`src/rtl/gpib_rl_map.svh`:
```
// command bytes, address bases and timing counts of the remote-local block
`ifndef GPIB_RL_MAP_SVH
`define GPIB_RL_MAP_SVH

// interface command bytes, sent with attention asserted
`define CMD_GTL         8'h01
`define CMD_SDC         8'h04
`define CMD_GET         8'h08
`define CMD_LLO         8'h11
`define CMD_DCL         8'h14
`define CMD_SPE         8'h18
`define CMD_SPD         8'h19
`define CMD_UNL         8'h3F
`define CMD_UNT         8'h5F
// address group bases
`define LISTEN_BASE     8'h20
`define TALK_BASE       8'h40
// least interface clear pulse, microseconds
`define IFC_MIN_US      100
// front-panel entry timeout, milliseconds (5 to 10 s allowed)
`define RTL_TIMEOUT_MS  7000
// clock rate in kHz
`define CLK_KHZ         125000
// cycles per millisecond tick
`define TICK_CYCLES     (`CLK_KHZ)

`endif

```
`src/rtl/gpib_rl_pkg.sv`:
```
// types shared by the remote-local block
package gpib_rl_pkg;

	// remote-local states
	typedef enum logic [1:0] {
		LOCS = 2'b00,
		REMS = 2'b01,
		LWLS = 2'b10,
		RWLS = 2'b11
	} rl_state_type;

	// trigger firing modes
	typedef enum logic [1:0] {
		FIRE_SINGLE = 2'b00,
		FIRE_FREE   = 2'b01,
		FIRE_BURST  = 2'b10,
		FIRE_GATED  = 2'b11
	} fire_mode_type;

	// one received command byte with its attention flag
	typedef struct packed {
		logic       valid;
		logic       atn;
		logic [7:0] data;
	} bus_byte_type;

	// decoded interface messages, one-cycle pulses
	typedef struct packed {
		logic unl;
		logic unt;
		logic mla;
		logic mta;
		logic otherTalk;
		logic dcl;
		logic sdc;
		logic get;
		logic llo;
		logic gtl;
		logic spe;
		logic spd;
	} msg_type;

endpackage

```
`src/rtl/gpib_entry_timer.sv`:
```
// front-panel entry timer that drops a stale return-to-local request
`timescale 1ns/100ps
`include "gpib_rl_map.svh"
module gpib_entry_timer #(
	parameter int TICK_CYCLES = `TICK_CYCLES,
	parameter int TIMEOUT_MS  = `RTL_TIMEOUT_MS
) (
	input  wire logic clk_sys,
	input  wire logic rst,
	input  wire logic keyPress,
	input  wire logic entryDone,
	output logic      entryActive
);

	logic [17:0] tickCnt_q;   // divider to a millisecond enable
	logic [13:0] msCnt_q;     // milliseconds since last key
	logic        active_q;    // entry in progress
	wire logic   tick = (tickCnt_q == 18'(TICK_CYCLES - 1));

	assign entryActive = active_q;

	//////////////////////////////////////////////////////////////////////
	// millisecond divider, free running
	always_ff @(posedge clk_sys) begin
		if (rst || tick) begin
			tickCnt_q <= 18'h0_0000;
		end else begin
			tickCnt_q <= tickCnt_q + 18'h0_0001;
		end
	end

	//////////////////////////////////////////////////////////////////////
	// entry hold and timeout
	always_ff @(posedge clk_sys) begin
		if (rst || entryDone) begin
			active_q <= 1'b0;
			msCnt_q  <= 14'h0000;
		end else if (keyPress) begin
			// each key restarts the window
			active_q <= 1'b1;
			msCnt_q  <= 14'h0000;
		end else if (active_q && tick) begin
			if (msCnt_q == 14'(TIMEOUT_MS - 1)) begin
				active_q <= 1'b0;
			end
			msCnt_q <= msCnt_q + 14'h0001;
		end
	end

endmodule

```
`src/rtl/gpib_msg_decode.sv`:
```
// decoder of attention command bytes into interface message pulses
`timescale 1ns/100ps
module gpib_msg_decode
	import gpib_rl_pkg::*;
(
	input  wire bus_byte_type byteIn,
	input  wire logic [4:0]   primaryAddr,
	output msg_type           msg
);
`include "gpib_rl_map.svh"

	// compare helper shared by every command
	function automatic logic isCmd(input bus_byte_type b, input logic [7:0] c);
		isCmd = b.valid && b.atn && (b.data[6:0] == c[6:0]);
	endfunction

	wire logic [7:0] listenAddr = `LISTEN_BASE + {3'b000, primaryAddr};
	wire logic [7:0] talkAddr   = `TALK_BASE + {3'b000, primaryAddr};
	// talk group bytes excluding untalk
	wire logic       talkGroup  = byteIn.valid && byteIn.atn
		&& (byteIn.data[6:5] == 2'b10) && (byteIn.data[6:0] != 7'(`CMD_UNT));

	assign msg.unl       = isCmd(byteIn, `CMD_UNL);
	assign msg.unt       = isCmd(byteIn, `CMD_UNT);
	assign msg.mla       = isCmd(byteIn, listenAddr);
	assign msg.mta       = isCmd(byteIn, talkAddr);
	// another device's talk address unaddresses our talker
	assign msg.otherTalk = talkGroup && (byteIn.data[6:0] != talkAddr[6:0]);
	assign msg.dcl       = isCmd(byteIn, `CMD_DCL);
	assign msg.sdc       = isCmd(byteIn, `CMD_SDC);
	assign msg.get       = isCmd(byteIn, `CMD_GET);
	assign msg.llo       = isCmd(byteIn, `CMD_LLO);
	assign msg.gtl       = isCmd(byteIn, `CMD_GTL);
	assign msg.spe       = isCmd(byteIn, `CMD_SPE);
	assign msg.spd       = isCmd(byteIn, `CMD_SPD);

endmodule

```
`src/rtl/gpib_remote_local.sv`:
```
// device-side addressing, clear, trigger, poll and remote-local logic
`timescale 1ns/100ps
`include "gpib_rl_map.svh"
module gpib_remote_local
	import gpib_rl_pkg::*;
#(
	parameter int TICK_CYCLES = `TICK_CYCLES,
	parameter int TIMEOUT_MS  = `RTL_TIMEOUT_MS,
	parameter int SET_W       = 16
) (
	input  wire logic             clk_sys,
	input  wire logic             rst,
	input  wire bus_byte_type     busByte,
	input  wire logic [4:0]       primaryAddr,
	input  wire logic             ifcActive,
	input  wire logic             renActive,
	input  wire fire_mode_type    fireMode,
	input  wire logic             fireFromBus,
	input  wire logic             panelKey,
	input  wire logic             panelSetKey,
	input  wire logic             panelExec,
	input  wire logic [SET_W-1:0] panelSetting,
	input  wire logic             hostCmdValid,
	input  wire logic             hostCmdQuery,
	input  wire logic [SET_W-1:0] hostSetting,
	input  wire logic             cmdPending,
	output logic                  listenerActive,
	output logic                  talkerActive,
	output logic                  addressedLamp,
	output logic                  remoteLamp,
	output rl_state_type          rlState,
	output logic                  serialPollMode,
	output logic                  devClear,
	output logic                  triggerFire,
	output logic                  cmdExecute,
	output logic                  cmdError,
	output logic                  rtlError,
	output logic [SET_W-1:0]      currentSettings,
	output logic                  panelAccept
);

	//////////////////////////////////////////////////////////////////////
	// state and decoded messages
	// every state bit is reset synchronously; interface clear only
	// touches addressing and poll mode, never the remote-local state
	msg_type          msg;                 // one-cycle interface messages
	logic             lacs_q;              // listener addressed
	logic             tacs_q;              // talker addressed
	logic             spms_q;              // serial poll mode
	rl_state_type     rl_q;                // remote-local state
	rl_state_type     rl_d;
	logic             addrLamp_q;
	logic             remLamp_q;
	logic             clr_q;
	logic             single_shot_firing_q;
	logic             exec_q;
	logic             err_q;
	logic             rtlErr_q;
	logic             panelOk_q;
	logic [SET_W-1:0] set_q;               // current settings record
	logic             entryActive;         // panel entry in progress

	// decoder is purely combinational; its pulses last as long as valid
	gpib_msg_decode u_decode (
		.byteIn      (busByte),
		.primaryAddr (primaryAddr),
		.msg         (msg)
	);

	// panel setting keys are the only source of return-to-local
	// the timeout keeps an abandoned entry from holding rtl for ever
	gpib_entry_timer #(
		.TICK_CYCLES (TICK_CYCLES),
		.TIMEOUT_MS  (TIMEOUT_MS)
	) u_timer (
		.clk_sys     (clk_sys),
		.rst         (rst),
		.keyPress    (panelKey && panelSetKey),
		.entryDone   (panelExec),
		.entryActive (entryActive)
	);

	//////////////////////////////////////////////////////////////////////
	// decode terms
	// terms are combinational so each message acts on the edge that takes it
	// address match comes from the decoder
	wire logic listenNext = (lacs_q || msg.mla) && !msg.unl;
	// own listen address or another talker drops ours
	wire logic talkNext   = (tacs_q || msg.mta) && !msg.unt && !msg.mla
		&& !msg.otherTalk;
	// return-to-local held through entry or on the key itself
	wire logic rtl        = entryActive || (panelKey && panelSetKey);
	// both local states run queries only
	wire logic isLocal    = (rl_q == LOCS) || (rl_q == LWLS);
	wire logic clearHit   = msg.dcl || (msg.sdc && lacs_q);
	// gated firing never takes a bus trigger
	// trigger qualifiers
	wire logic modeOk     = (fireMode == FIRE_SINGLE) || (fireMode == FIRE_FREE)
		|| (fireMode == FIRE_BURST);
	wire logic getHit     = msg.get && lacs_q && modeOk && fireFromBus;
	wire logic lloHit     = msg.llo && lacs_q;
	wire logic gtlHit     = msg.gtl && lacs_q;
	// controller commands act only when listening and not cleared
	// a clear in the same cycle wins, so that command counts as discarded
	wire logic hostTake   = hostCmdValid && lacs_q && !clearHit;
	wire logic hostReject = hostTake && !hostCmdQuery && isLocal;
	// panel changes blocked in RWLS; accepted in local states
	wire logic panelTake  = panelExec && (rl_q != RWLS);

	//////////////////////////////////////////////////////////////////////
	// arcs: LOCS to LWLS on lockout, to REMS on a taken command without rtl;
	// REMS to RWLS on lockout, to LOCS on go-to-local or rtl;
	// LWLS to RWLS on a taken command, RWLS to LWLS on go-to-local;
	// rtl is never consulted in the two lockout states
	// remote enable low beats every arc; lockout beats rtl in REMS so a
	// controller that locks the panel out keeps the remote state
	// remote-local next state
	always_comb begin
		rl_d = rl_q;
		case (rl_q)
			LOCS: begin
				if (lloHit) begin
					rl_d = LWLS;
				end else if (lacs_q && !rtl && hostTake) begin
					rl_d = REMS;
				end
			end
			REMS: begin
				// lockout first so a simultaneous rtl cannot escape it
				if (lloHit) begin
					rl_d = RWLS;
				end else if (gtlHit || rtl) begin
					rl_d = LOCS;
				end
			end
			LWLS: begin
				// rtl does not hold the device local here
				if (hostTake) begin
					rl_d = RWLS;
				end
			end
			RWLS: begin
				// panel rtl ignored, only the controller releases lockout
				if (gtlHit) begin
					rl_d = LWLS;
				end
			end
			default: begin
				// no spare codes exist, but recover to local anyway
				rl_d = LOCS;
			end
		endcase
		if (!renActive) begin
			rl_d = LOCS;
		end
	end

	//////////////////////////////////////////////////////////////////////
	// interface clear is a level, so holding it keeps both functions idle;
	// unlisten and untalk are folded into listenNext and talkNext
	// addressing state
	always_ff @(posedge clk_sys) begin
		if (rst || ifcActive) begin
			lacs_q <= 1'b0;
			tacs_q <= 1'b0;
		end else begin
			lacs_q <= listenNext;
			tacs_q <= talkNext;
		end
	end

	always_ff @(posedge clk_sys) begin
		if (rst || ifcActive || msg.spd) begin
			spms_q <= 1'b0;
		end else if (msg.spe) begin
			spms_q <= 1'b1;
		end
	end

	// remote enable acts through rl_d, not as a reset of this register
	// remote-local state register
	always_ff @(posedge clk_sys) begin
		if (rst) begin
			rl_q <= LOCS;
		end else begin
			rl_q <= rl_d;
		end
	end

	// a lamp one cycle late would disagree with the state it shows
	// lamps follow next state so they match the registers
	always_ff @(posedge clk_sys) begin
		if (rst || ifcActive) begin
			addrLamp_q <= 1'b0;
		end else begin
			addrLamp_q <= listenNext || talkNext;
		end
	end

	// remote lamp loads from rl_d for the same reason
	always_ff @(posedge clk_sys) begin
		if (rst) begin
			remLamp_q <= 1'b0;
		end else begin
			remLamp_q <= (rl_d == REMS) || (rl_d == RWLS);
		end
	end

	// one-cycle pulses; a slow consumer must latch them itself
	// clear pulse; trigger pulse
	always_ff @(posedge clk_sys) begin
		if (rst) begin
			clr_q  <= 1'b0;
			single_shot_firing_q <= 1'b0;
		end else begin
			clr_q  <= clearHit;
			single_shot_firing_q <= getHit;
		end
	end

	// a rejected command still moves LOCS to REMS; the error is its only cost
	// command execute or reject; error on pending at panel exit
	always_ff @(posedge clk_sys) begin
		if (rst) begin
			exec_q   <= 1'b0;
			err_q    <= 1'b0;
			rtlErr_q <= 1'b0;
		end else begin
			exec_q   <= hostTake && !hostReject;
			err_q    <= hostReject;
			// go-to-local exit never flags pending work
			rtlErr_q <= (rl_q == REMS) && rtl && renActive && !lloHit
				&& cmdPending;
		end
	end

	// host write and panel execute in one cycle: the host wins, the panel
	// value is lost and panelAccept still pulses; queries never write
	// one settings record; transitions leave it alone
	// unexecuted entries never reach set_q since only execution writes; the timeout only ends rtl
	always_ff @(posedge clk_sys) begin
		if (rst) begin
			set_q     <= '0;
			panelOk_q <= 1'b0;
		end else begin
			panelOk_q <= panelTake;
			if (hostTake && !hostReject && !hostCmdQuery) begin
				set_q <= hostSetting;
			end else if (panelTake) begin
				set_q <= panelSetting;
			end
		end
	end

	//////////////////////////////////////////////////////////////////////
	// outputs, all from flip-flops
	// each pin copies one register, so no pin can glitch
	assign listenerActive  = lacs_q;
	assign talkerActive    = tacs_q;
	assign addressedLamp   = addrLamp_q;
	assign remoteLamp      = remLamp_q;
	assign rlState         = rl_q;
	assign serialPollMode  = spms_q;
	assign devClear        = clr_q;
	assign triggerFire     = single_shot_firing_q;
	assign cmdExecute      = exec_q;
	assign cmdError        = err_q;
	assign rtlError        = rtlErr_q;
	assign currentSettings = set_q;
	assign panelAccept     = panelOk_q;

endmodule

```
`config.mk`:
```
export PLATFORM = sky130hd
export DESIGN_NAME = gpib_remote_local
export DESIGN_NICKNAME = d
export VERILOG_FILES = /design/src/rtl/gpib_rl_pkg.sv /design/src/rtl/gpib_entry_timer.sv /design/src/rtl/gpib_msg_decode.sv /design/src/rtl/gpib_remote_local.sv
export VERILOG_INCLUDE_DIRS = /design/src /design/src/rtl
export SDC_FILE = /design/constraint.sdc
export NUM_CORES = 1
export LEC_CHECK = 0
export BUFFER_PORTS_ARGS = -buffer_cell sky130_fd_sc_hd__buf_2
export CAP_MARGIN = 30
export CORE_ASPECT_RATIO = 0.75
export CORE_MARGIN = 2
export CORE_UTILIZATION = 40
export DETAILED_ROUTE_END_ITERATION = 16
export SLEW_MARGIN = 0
export SYNTH_ARGS = -nofsm -noshare
export SYNTH_HDL_FRONTEND = slang
export SYNTH_SLANG_ARGS = --single-unit
```
`constraint.sdc`:
```
create_clock -name clk_sys -period 4.8 [get_ports clk_sys]
set_clock_uncertainty 0.2 [all_clocks]
set_input_delay 0.96 -clock clk_sys [delete_from_list [all_inputs] [get_ports clk_sys]]
set_output_delay 0.96 -clock clk_sys [all_outputs]
set_load 0.01 [all_outputs]
```
==> results.toml <==
[outcome]
status = "complete, no violations"

[yosys]
synthArstFlopShare_pct = 0
synth.largest_area_cell = "dfxtp_1"
ys_ff_latch = 61
synth-seq-area-share_pct = 41.8
ys_warn_count = 0
syn_avg_cell_area_sq_um = 9.22
synth.area.top_cells = "dfxtp_1, nor2_1, a211oi_2"
synth_fp_nets = 379
synth_edf_count = 0
synth.top_cell.area_share_pct = 41.8
ys.flop_type = "dfxtp_1"
syn_area_sq_mm = 0.00292
synth_cell_types = 50
syn_inst = 317

[worst_setup_path]
crit_type = "input port to register"
end_kind = "register"
start_kind = "input port"
r2r-start = "u_timer.tickCnt_q[0]"
path_cells = "buf_2 > or4_4 > o311ai_4 > or3b_1 > buf_4 > nor2_1 > a211oi_1"
worstPathRequired_ns = 4.84
r2r_end = "u_timer.tickCnt_q[8]"
r2r_slack_ns = 2.50
crit_fanout = 32
slowest_delay_ns = 0.55
cpMaxStageDelayCell = "or4_4"
cp.arrival_ns = 2.76
reg2reg_depth = 6

[sta]
rsz0062_at_grt = "false"
slew_viol_final = 0
setup_viol = 0
relSlewSlack_pct = 52.1
fmax_mhz = 367
hold_viol_final = 0
min_period_over_period_pct = 56.8
setup_tns_ns = 0
worst_pin_slew_ns = 0.718
post-route-min-period_ns = 2.72

[final_layout]
n_antenna_cell = 0
final_cell_mix = "buf_2, dfxtp_1, nor2_1"
final_common_cell = "buf_2"
drive_above_1_share_pct = 31.5
layout.nets = 466
syn2layout_area_growth_pct = 24.1

[floorplan]
fp.dieW_um = 103
core_sq_mm = 0.00693
dieArea_sq_mm = 0.00801
die_h_um = 78.0
ios = 89
initial_core_util_pct = 42.2
rows = 26

[power]
total_power_mw = 1.08
peakVddDrop_v = 0.000177
p_per_area_mw_per_mm2 = 299
p_leak_nw = 1.50

[clock_network]
cts_setup_buffers = 0
clk_path_buf_depth = 2
post_cts_resized = 0
htree_levels = 3
hold_buffers = 0
cts_tree = "built"
root_buffer = "clkbuf_8"
insertion_delay_ns = 0.33
clock_sinks = 61
cts_buffers = 9
path_clk_slew_ns = 0.07

[global_routing]
grt_pass1_vias = 2345
grt.total_usage_pct = 16.9
overflow = 0
grt_max_degree = 33
antenna_found_initial = 0
grt_pass1_wl_um = 10600

[min_path]
hold_depth = 1
min_from = "u_timer.tickCnt_q[0]"
hold_class = "register to register"
hold_path_end = "u_timer.tickCnt_q[0]"

[placement]
place_hpwl_um = 4840
gp_congestion = 0.786
io_buffers = 87

[route]
vias = 2502
totalWireLength_um = 6570
wl_per_cell_um = 13.0
drt-initial-drc-count = 66
drc = 0
dr.pass1.iters = 4
viasPerCell = 4.93
ant_nets = 0

[run]
cap_violations = 0
-- Yosys cell counts, types with 7 or more instances --
master	number
xor2_1	13
or3_1	7
dfxtp_1	61
nand3_1	10
a21oi_1	10
nor3_1	9
nor2_1	51
a211oi_2	14
and3_1	7
mux2i_1	16
xnor2_1	14
nand2_1	23
o21ai_0	9
nand4_1	8
-- through the flow --
step / std cells / worst slack (ns) / area [sq um] / util, % / hold slack (ns)
2_1_floorplan: 317 / 2.18 / 2920 / - / 0.213
6_report: 507 / 2.08 / 3630 / 52.3 / 0.243
5_1_grt: 507 / 1.98 / 3630 / 52.3 / 0.269
3_3_place_gp: 490 / 1.77 / 3400 / 49.1 / 0.228
4_1_cts: 507 / 2.09 / 3630 / 52.3 / 0.245
3_5_place_dp: 491 / 1.73 / 3420 / 49.3 / 0.235
-- flip-flops by register name, indices dropped and copies added, names as in the netlist, 2 cells and up --
name	count
u_timer.tickCnt_q	18
currentSettings	16
u_timer.msCnt_q	14
rlState	2
-- logic make-up (layout without fill, tap and decap cells) --
group / count (synthesis) / in the layout / share of synthesized area, %
multiplexers: 16 / 16 / 5.48
flip-flops: 61 / 61 / 41.8
adder cells (fa/ha/maj): 2 / 2 / 0.856
buffers and inverters: 18 / 110 / 3.89
AO/OA/AOI/OAI: 47 / 47 / 13.7
XOR/XNOR: 27 / 27 / 8.09
AND/OR/NAND/NOR: 146 / 146 / 26.2
-- power breakdown --
group          total (mW)  internal, mW  switching, mW
Clock               0.469         0.268          0.201
Combinational      0.0936        0.0455         0.0480
Sequential          0.522         0.517        0.00536
-- per-layer routing --
layer  track usage, %  routed length, um  share of wire, %  vias to the layer above
met2             25.9               2820                43                       76
met4             4.80                 25              0.38                        0
li1                 -                  -                 -                     1303
met5                0                  0                 0                        -
met1             22.3               3230                49                     1121
met3             6.32                497               7.6                        2
-- how the worst max path moves through the flow --
stage          startpoint                   to  slack [ns]  cells past startpoint
6_report       busByte[0]   currentSettings[1]        2.08                      7
5_1_grt        busByte[0]   currentSettings[2]        1.98                      7
4_1_cts        busByte[0]   currentSettings[1]        2.09                      7
3_5_place_dp   busByte[0]   currentSettings[2]        1.73                      7
3_3_place_gp   busByte[0]   currentSettings[1]        1.77                      7
2_1_floorplan  busByte[0]  currentSettings[10]        2.18                      6
-- critical path, delay by kind of cell --
family	cells	cell delay, ns
simple gates	3	0.79
compound gates	2	0.53
buf+inv	2	0.48
-- final cells by class --
type                       instances  area (sq um)
fill                             661          3300
multi-input combinational        238          1590
sequential                        61          1220
timing repair buffer              90           465
clock buffer                      11           151
tap                               98           123
clock inverter                     5          58.8
inverter                           4          15.0
(Power assumes the default switching activity.)
